[src/hw/hiak_pkg.sv]
// package of constants and types for the host interrupt acknowledge block
package hiak_pkg;
    // driver styles of the request output
    localparam logic [1:0] DRV_PP_LOW = 2'h0;
    localparam logic [1:0] DRV_PP_HIGH = 2'h1;
    localparam logic [1:0] DRV_OPEN_DRAIN = 2'h2;
    // cascading modes
    localparam logic CASC_SLAVE = 1'h0;
    localparam logic CASC_DAISY = 1'h1;
    // bus styles
    localparam logic BUS_RW_STROBES = 1'h0;
    localparam logic BUS_DATA_STROBE = 1'h1;
    // group count and source widths
    localparam int NUM_GROUPS = 8;
    localparam int CH_W = 8;
    localparam int PORT_W = 8;
    // group index fields of the vector
    localparam int VEC_GRP_LSB = 0;
    localparam int VEC_GRP_W = 3;
    // reset values
    localparam logic [7:0] VEC_RESET = 8'h00;
    // time of the request output settle before acknowledging, in ns
    localparam int ACK_DELAY_NS = 100;
    localparam int CLK_PERIOD_NS = 100;
    localparam int ACK_DELAY_CYC = (ACK_DELAY_NS + CLK_PERIOD_NS - 1) / CLK_PERIOD_NS;

    // acknowledge sequencer states
    typedef enum logic [1:0] {
        ST_IDLE,
        ST_WAIT,
        ST_ACK,
        ST_HOLD
    } hiak_state_e;

    // whole block state
    typedef struct packed {
        logic [1:0] cs_s1;
        logic [1:0] cs_s2;
        logic [1:0] ds_s1;
        logic [1:0] ds_s2;
        logic [1:0] ack_s1;
        logic [1:0] ack_s2;
        logic [1:0] ce_s1;
        logic [1:0] ce_s2;
        hiak_state_e st;
        logic [1:0] wait_cnt;
        logic irq_ack_n_seen;
        logic irq_ack_n_second;
        logic irq_active;
        logic irq_pin_o;
        logic irq_pin_oe_n;
        logic chain_out;
        logic ack_o;
        logic ack_oe_n;
        logic [7:0] vec_o;
        logic vec_oe_n;
        logic [7:0] global_sum;
        logic [7:0] stat_a;
        logic [7:0] stat_b;
        logic [7:0] port_stat;
    } hiak_state_s;
endpackage

[src/hw/hiak_top.sv]
// host interrupt request, acknowledge vector and transfer acknowledge logic
`timescale 1ns/1ps
// Function
// - transfer ack held until strobe/select/ack release
// - one request merges channel and port sources
// - masks gate each source off the request
// - summary, channel and port status readable
// - request driver style chosen by port config
// - daisy mode requests only while chain high
// - request drops on chain low in daisy mode, or none pending
// - accepted acknowledge puts vector on low byte
// - eight groups with fixed priority
// - vector names highest active group
// - data strobe style releases after one cycle
// - read/write style uses two acknowledge cycles
// - slave mode needs request and matching address
// - daisy mode needs request and chain high
// - chip select ignored in acknowledge cycles
module hiak_top (
    input wire logic ref_clk,
    input wire logic rst,
    // pins from the host bus
    input wire logic chip_select_n,
    input wire logic data_strobe_n,
    input wire logic rd_strobe_n,
    input wire logic wr_strobe_n,
    input wire logic irq_ack_n,
    input wire logic dma_ack_a_n,
    input wire logic dma_ack_b_n,
    input wire logic chain_enable_in,
    input wire logic chain_enable_in0,
    // ready from the register access path
    input wire logic access_ready,
    // configuration
    input wire logic bus_style,
    input wire logic casc_mode,
    input wire logic [1:0] irq_drive,
    input wire logic [1:0] slave_addr,
    input wire logic port_irq_en,
    // sources, masks and their clear
    input wire logic [7:0] channel_src_a,
    input wire logic [7:0] channel_src_b,
    input wire logic [7:0] port_src,
    input wire logic [7:0] channel_irq_mask_a,
    input wire logic [7:0] channel_irq_mask_b,
    input wire logic [7:0] port_irq_mask,
    input wire logic [7:0] clr_stat_a,
    input wire logic [7:0] clr_stat_b,
    input wire logic [7:0] clr_port_stat,
    // pins toward the host bus
    output logic transfer_ack_o,
    output logic transfer_ack_oe_n,
    output logic irq_o,
    output logic irq_oe_n,
    output logic chain_enable_out,
    output logic [7:0] vec_data_o,
    output logic vec_data_oe_n,
    // status readback
    output logic [7:0] global_irq_summary,
    output logic [7:0] channel_irq_status_a,
    output logic [7:0] channel_irq_status_b,
    output logic [7:0] port_irq_status
);

    hiak_pkg::hiak_state_s q, d;

    // fixed priority encoder: group 7 is highest
    // the order is wired in, so no setting can reorder the groups
    function automatic logic [2:0] top_group(input logic [7:0] g);
        logic [2:0] r;
        r = 3'h0;
        for (int i = 0; i < hiak_pkg::NUM_GROUPS; i++)
        begin
            if (g[i])
            begin
                r = 3'(i);
            end
        end
        return r;
    endfunction

    logic [7:0] grp;
    logic pending;
    logic strobe_n;
    logic bus_active;
    logic irq_ack_n_act;
    logic ce1;
    logic [1:0] addr_in;
    logic accept;

    // next state
    always_comb
    begin
        d = q;
        // two-stage synchronisers for every pin
        // the two dma acks are merged ahead of the flops; a glitch costs one cycle at most
        d.cs_s1 = {dma_ack_a_n & dma_ack_b_n, chip_select_n};
        d.cs_s2 = q.cs_s1;
        d.ds_s1 = {rd_strobe_n & wr_strobe_n, data_strobe_n};
        d.ds_s2 = q.ds_s1;
        d.ack_s1 = {1'b0, irq_ack_n};
        d.ack_s2 = q.ack_s1;
        d.ce_s1 = {chain_enable_in0, chain_enable_in};
        d.ce_s2 = q.ce_s1;
        irq_ack_n_act = ~q.ack_s2[0];
        ce1 = q.ce_s2[0];
        addr_in = {q.ce_s2[0], q.ce_s2[1]};
        // the acknowledge pin is the strobe of its own cycle in the separate strobe style
        if (bus_style == hiak_pkg::BUS_DATA_STROBE)
        begin
            strobe_n = q.ds_s2[0];
        end
        else
        begin
            strobe_n = q.ds_s2[1] & q.ack_s2[0];
        end
        // status: set wins over clear
        d.stat_a = (q.stat_a & ~clr_stat_a) | channel_src_a;
        d.stat_b = (q.stat_b & ~clr_stat_b) | channel_src_b;
        d.port_stat = (q.port_stat & ~clr_port_stat) | port_src;
        // eight groups: one per half of each channel and port register, two spares
        grp[0] = |(q.stat_a[3:0] & ~channel_irq_mask_a[3:0]);
        grp[1] = |(q.stat_a[7:4] & ~channel_irq_mask_a[7:4]);
        grp[2] = |(q.stat_b[3:0] & ~channel_irq_mask_b[3:0]);
        grp[3] = |(q.stat_b[7:4] & ~channel_irq_mask_b[7:4]);
        grp[4] = port_irq_en & |(q.port_stat[3:0] & ~port_irq_mask[3:0]);
        grp[5] = port_irq_en & |(q.port_stat[7:4] & ~port_irq_mask[7:4]);
        grp[6] = 1'b0;
        grp[7] = 1'b0;
        d.global_sum = grp;
        pending = |grp;
        // chip select only qualifies register accesses, never acknowledge
        bus_active = ~strobe_n & ~q.cs_s2[0] & ~irq_ack_n_act & q.cs_s2[1];
        // acceptance per cascading mode
        if (casc_mode == hiak_pkg::CASC_DAISY)
        begin
            accept = q.irq_active & ce1;
        end
        else
        begin
            accept = q.irq_active & (addr_in == slave_addr);
        end
        // request generation
        if (casc_mode == hiak_pkg::CASC_DAISY && !ce1)
        begin
            d.irq_active = 1'b0;
        end
        else if (!pending)
        begin
            d.irq_active = 1'b0;
        end
        else if (q.st == hiak_pkg::ST_IDLE && !q.irq_ack_n_seen)
        begin
            d.irq_active = 1'b1;
        end
        // daisy chain pass-on: blocked while we request or chain low
        // uses the next request value so the chain is blocked on the same edge
        d.chain_out = (casc_mode == hiak_pkg::CASC_DAISY) ? (ce1 & ~d.irq_active) : 1'b0;
        // acknowledge sequencer
        unique case (q.st)
            hiak_pkg::ST_IDLE:
            begin
                // reload the settle count while no cycle runs
                d.wait_cnt = 2'(hiak_pkg::ACK_DELAY_CYC);
                if ((irq_ack_n_act && accept && !strobe_n) || bus_active)
                begin
                    d.st = hiak_pkg::ST_WAIT;
                end
            end
            hiak_pkg::ST_WAIT:
            begin
                // wait for the access path before acknowledging
                if (strobe_n)
                begin
                    d.st = hiak_pkg::ST_IDLE;
                end
                else if (q.wait_cnt > 2'h1)
                begin
                    d.wait_cnt = q.wait_cnt - 2'h1;
                end
                // acknowledge cycles never wait on the register path
                else if (irq_ack_n_act || access_ready)
                begin
                    d.st = hiak_pkg::ST_ACK;
                end
            end
            hiak_pkg::ST_ACK:
            begin
                // one cycle of acknowledge before the hold state
                d.st = hiak_pkg::ST_HOLD;
            end
            hiak_pkg::ST_HOLD:
            begin
                // ack stands until strobe, select or acknowledge drops
                if (strobe_n || (q.cs_s2[0] && !q.irq_ack_n_seen && !q.irq_ack_n_second) ||
                    (!irq_ack_n_act && (q.irq_ack_n_seen || q.irq_ack_n_second)))
                begin
                    d.st = hiak_pkg::ST_IDLE;
                    if (q.irq_ack_n_second || bus_style == hiak_pkg::BUS_DATA_STROBE)
                    begin
                        // release at end of final acknowledge cycle
                        // the request comes back below while a further source pends
                        if (q.irq_ack_n_seen || q.irq_ack_n_second)
                        begin
                            d.irq_active = 1'b0;
                        end
                        d.irq_ack_n_seen = 1'b0;
                        d.irq_ack_n_second = 1'b0;
                    end
                    // first of two cycles: ack only, the vector follows in the second
                    else if (q.irq_ack_n_seen)
                    begin
                        d.irq_ack_n_second = 1'b1;
                        d.irq_ack_n_seen = 1'b0;
                    end
                end
            end
        endcase
        if (q.st == hiak_pkg::ST_WAIT && d.st == hiak_pkg::ST_ACK && irq_ack_n_act && !q.irq_ack_n_second)
        begin
            d.irq_ack_n_seen = 1'b1;
        end
        // a further pending source keeps the request up, so it never blinks off
        // between two serviced groups; daisy mode still needs the chain high
        if (q.st == hiak_pkg::ST_HOLD && d.st == hiak_pkg::ST_IDLE && pending &&
            (casc_mode != hiak_pkg::CASC_DAISY || ce1))
        begin
            d.irq_active = 1'b1;
        end
        // drive transfer ack and vector
        // open drain: the transfer ack only ever pulls low
        d.ack_o = 1'b0;
        d.ack_oe_n = ~(d.st == hiak_pkg::ST_ACK || d.st == hiak_pkg::ST_HOLD);
        d.vec_oe_n = ~((d.st == hiak_pkg::ST_ACK || d.st == hiak_pkg::ST_HOLD) && irq_ack_n_act &&
                       (q.irq_ack_n_second || bus_style == hiak_pkg::BUS_DATA_STROBE));
        if (q.st == hiak_pkg::ST_WAIT && d.st == hiak_pkg::ST_ACK)
        begin
            // captured once, on entry to ack, so the byte stays still while driven
            d.vec_o = hiak_pkg::VEC_RESET;
            d.vec_o[hiak_pkg::VEC_GRP_LSB +: hiak_pkg::VEC_GRP_W] = top_group(grp);
        end
        // request driver style
        unique case (irq_drive)
            hiak_pkg::DRV_PP_HIGH:
            begin
                d.irq_pin_o = d.irq_active;
                d.irq_pin_oe_n = 1'b0;
            end
            hiak_pkg::DRV_OPEN_DRAIN:
            begin
                d.irq_pin_o = 1'b0;
                d.irq_pin_oe_n = ~d.irq_active;
            end
            default:
            begin
                // push-pull active low, also taken by the unused code
                d.irq_pin_o = ~d.irq_active;
                d.irq_pin_oe_n = 1'b0;
            end
        endcase
    end

    // state register
    always_ff @(posedge ref_clk or posedge rst)
    begin
        if (rst)
        begin
            // strobes and selects reset to their idle level, so no false cycle follows
            q <= '0;
            q.ack_s1 <= 2'h1;
            q.ack_s2 <= 2'h1;
            q.ds_s1 <= 2'h3;
            q.ds_s2 <= 2'h3;
            q.cs_s1 <= 2'h3;
            q.cs_s2 <= 2'h3;
            // every tri-state pin driver off while in reset, chain out driven low
            q.ack_oe_n <= 1'b1;
            q.vec_oe_n <= 1'b1;
            q.irq_pin_o <= 1'b1;
            q.irq_pin_oe_n <= 1'b1;
        end
        else
        begin
            q <= d;
        end
    end

    // outputs straight from flops
    assign transfer_ack_o = q.ack_o;
    assign transfer_ack_oe_n = q.ack_oe_n;
    assign irq_o = q.irq_pin_o;
    assign irq_oe_n = q.irq_pin_oe_n;
    assign chain_enable_out = q.chain_out;
    assign vec_data_o = q.vec_o;
    assign vec_data_oe_n = q.vec_oe_n;
    assign global_irq_summary = q.global_sum;
    assign channel_irq_status_a = q.stat_a;
    assign channel_irq_status_b = q.stat_b;
    assign port_irq_status = q.port_stat;
endmodule
[config.mk]
export PLATFORM = sky130hd
export DESIGN_NAME = hiak_top
export DESIGN_NICKNAME = d
export VERILOG_FILES = /design/src/hw/hiak_pkg.sv /design/src/hw/hiak_top.sv
export SDC_FILE = /design/constraint.sdc
export NUM_CORES = 1
export LEC_CHECK = 0
export BUFFER_PORTS_ARGS = -buffer_cell sky130_fd_sc_hd__buf_2
export CORE_ASPECT_RATIO = 0.8
export CORE_MARGIN = 2
export CORE_UTILIZATION = 46
export DETAILED_ROUTE_END_ITERATION = 8
export PLACE_DENSITY = 0.77
export RECOVER_POWER = 25
export SLEW_MARGIN = 20
export SYNTH_ARGS = -nofsm -noshare
export SYNTH_HDL_FRONTEND = slang
export SYNTH_SLANG_ARGS = --single-unit
export TNS_END_PERCENT = 10
[constraint.sdc]
create_clock -name ref_clk -period 2.5 [get_ports ref_clk]
set_clock_uncertainty 0.05 [all_clocks]
set_input_delay 0.125 -clock ref_clk [delete_from_list [all_inputs] [get_ports ref_clk]]
set_output_delay 0.125 -clock ref_clk [all_outputs]
set_load 0.01 [all_outputs]
==> impl_metrics.toml <==
[die]
initial_core_util_pct = 47.0
die_y_um = 73.2
io_pins = 137
die_area_um2 = 6620
rows = 25
core_area_um2 = 5850
die_x_um = 90.4

[yosys]
synth.top_cell.area_share_pct = 40.9
syn_inst = 253
yosys_warnings = 0
ys_ff_latch = 59
mappedNetlistArea_um2 = 2750
synth_cell_type_count = 39
synth_area_leader_cell = "dfrtp_1"
synth_seq_area_share_pct = 54.3
synth.area.top_cells = "dfrtp_1 (41%), dfstp_2 (13%), buf_4 (11%)"
avgSynthCellArea_um2 = 10.9

[critical_path]
arrival_ns = 2.20
cp_data_required_time_ns = 2.72
worst_setup_path_end_kind = "register"
cp-startpoint = "q[65]"
crit_fanout = 4
r2r_start = "q[65]"
path_class = "reg -> reg"
cp-start-kind = "register"

[clocking]
clockBufferDepth = 2
numCtsBuffers = 9
worstSkewPairLatency_ns = 0.35
cts_tree = "yes"
cts_setup_buffers = 0
root_buffer = "clkbuf_8"
cts_num_sinks = 59
clk_transition_reported_paths_ns = 0.06
htree_num_levels = 3

[power]
ir_drop_mv = 0.467
p_leak_nw = 2.02
combPwrFrac_pct = 22.7
clkPwrFrac_pct = 33.0
p_per_area_nw_per_um2 = 678
p_int_w = 0.00193
seqPwrFrac_pct = 44.3
switching_share_pct = 28.6
power.switching_w = 0.000773

[sta]
maxSlewViolCount = 0
fmax_ghz = 0.504
worstMarginPinSlew_ns = 0.892
min_period_over_period_pct = 79.3
rsz0062_at_grt = "false"
finalHoldViolCount = 0
slew_headroom_pct = 40.5
setup_ws_ns = 0.518
min_period_ns = 1.98
final.setup.tns_ns = 0
finalSetupViolations = 0

[detailed_routing]
totalWireLength_mm = 6.91
top_layer_used = "met4"
drt_iter0_markers = 100
dr.pass1.iters = 4
ant_nets = 0
met1_length_mm = 2.64
wl_met3_um = 516
drcViolationCount = 0
wl_met2_mm = 3.59
routed_via_density = 4.58
wl_per_cell_um = 13.8
vias = 2295

[global_routing]
grt_use_total_pct = 22.2
antenna_found_initial = 0
grt_max_degree = 38
grt_pass1_vias = 2439
overflow = 0
grt_pass1_wl_mm = 11.1

[layout]
nNetsFinal = 509
diodes = 0
area_growth_pct = 45.1
drive_gt1_share_pct = 39.0

[hold_path]
min_from = "clr_stat_a[6]"
hold_class = "in -> reg"

[place]
pre_cts_slack_ns = 0.519
place_congestion = 0.802
port_buffers = 128
place.detailed.hpwl_mm = 4.31

[flow_run]
cap_violations = 0

[status]
status = "complete, no violations"
[sequential cells by signal (all words and copies together), names as in the netlist, 2 cells and up]
| register | flops |
|---|---|
| addr_in | 2 |
| channel_irq_status_a | 8 |
| channel_irq_status_b | 8 |
| d | 7 |
| global_irq_summary | 6 |
| port_irq_status | 8 |
| q | 12 |
| vec_data_o | 3 |
[power by group through the flow]
| stage | sequential, W | combinational, W | clock [W] |
|---|---|---|---|
| 6_report | 0.00120 | 0.000615 | 0.000894 |
| 5_1_grt | 0.00121 | 0.000677 | 0.000957 |
| 4_1_cts | 0.00119 | 0.000609 | 0.000910 |
| 3_5_place_dp | 0.00121 | 0.000536 | 0 |
| 3_3_place_gp | 0.00121 | 0.000516 | 0 |
| 2_1_floorplan | 0.00119 | 0.000418 | 0 |
[Yosys cell counts, drive strengths merged]
cell and instances:
o32ai 1, ha 3, dfstp 14, nand3b 1, a22o 1, buf 41, a21boi 1, nand3 2
nor3 2, a21oi 5, mux2 1, dfrtp 45, and2b 1, nor2 7, nand2b 20, nand4 1
or2 1, nor2b 5, and2 5, or3b 1, o21ai 7, nand2 10, o2111ai 6, nor3b 2
mux2i 1, a31oi 1, nand4b 1, clkbuf 1, inv 35, or3 1, a41oi 1, o21bai 7
a21o 18, conb 1, xnor2 1, a311oi 2
[worst max-delay path, stage by stage, from the launching register on]
cell and delay [ns]:
dfstp_2 0.52, or3b_4 0.39, a41oi_4 0.27, nor2_2 0.09, a311oi_4 0.27, mux2_4 0.33
[layer usage]
metal  up-vias  track usage (%)
li1       1099                -
met1      1077             24.3
met2       100             38.8
met3        19             8.88
met4         0             9.40
met5         -                0
[layout make-up]
class                   count  area (µm²)
clock buffers              12         155
clock inverters             4        50.0
fillers                   427        1860
inverters                  35         131
multi-input cells         124         840
flip-flops and latches     59        1490
well taps                  81         101
repair buffers            186        1220
[path summary, 6_finish.rpt]
path                                           endpoint  slack (ns)  cells past startpoint
max in group asynchronous                      irq_oe_n        0.91                      4
worst max-delay path                              irq_o        0.52                      5
min in group asynchronous       channel_irq_status_a[1]        0.47                      3
worst min-delay path            channel_irq_status_a[6]        0.01                      3
worst min register to register               addr_in[0]        0.30                      0
worst max register to register                    irq_o        0.52                      5
[what timing repair did]
item | 4_1_cts | 5_1_grt
gates resized for setup | 0 | 0
hold buffers | 57 | 0
endpoints found under the hold margin | 57 | 0
[placed cells by master, fill, tap and decap left out, drive strengths merged, types with 2 or more instances in the layout]
cell type / synthesis / layout
a311oi: 2 / 2
conb: 1 / 8
o2111ai: 6 / 6
nor2b: 5 / 5
nand2b: 20 / 20
dfstp: 14 / 14
and2: 5 / 5
nor3: 2 / 2
dlygate4sd3: 0 / 57
clkbuf: 1 / 12
dfrtp: 45 / 45
nor3b: 2 / 2
buf: 41 / 129
nand2: 10 / 10
o21ai: 7 / 7
nand3: 2 / 2
nor2: 7 / 7
a21oi: 5 / 5
ha: 3 / 3
o21bai: 7 / 7
clkinvlp: 0 / 2
inv: 35 / 35
a21o: 18 / 18
[metrics by stage]
stage | util (%) | cell area (µm²) | hold slack (ns) | total power [W] | instances
4_1_cts | 68.2 | 3990 | 0.000494 | 0.00271 | 501
3_5_place_dp | 55.0 | 3210 | 0.124 | 0.00175 | 428
2_1_floorplan | - | 2780 | 0.0795 | 0.00161 | 260
6_report | 68.2 | 3990 | 0.0141 | 0.00271 | 501
3_3_place_gp | 55.0 | 3210 | 0.123 | 0.00172 | 428
5_1_grt | 68.2 | 3990 | 0.0134 | 0.00285 | 501
[cells by family after synthesis]
| group | after synthesis | synth area share, % |
|---|---|---|
| buffers and inverters | 77 | 16.1 |
| AND/OR/NAND/NOR | 60 | 12.5 |
| flip-flops | 59 | 54.3 |
| AO/OA/AOI/OAI | 50 | 14.3 |
| adder cells (fa/ha/maj) | 3 | 1.37 |
| multiplexers | 2 | 0.910 |
| other | 1 | 0.136 |
| XOR/XNOR | 1 | 0.319 |
Note: power is estimated with default switching activity, not from simulation.
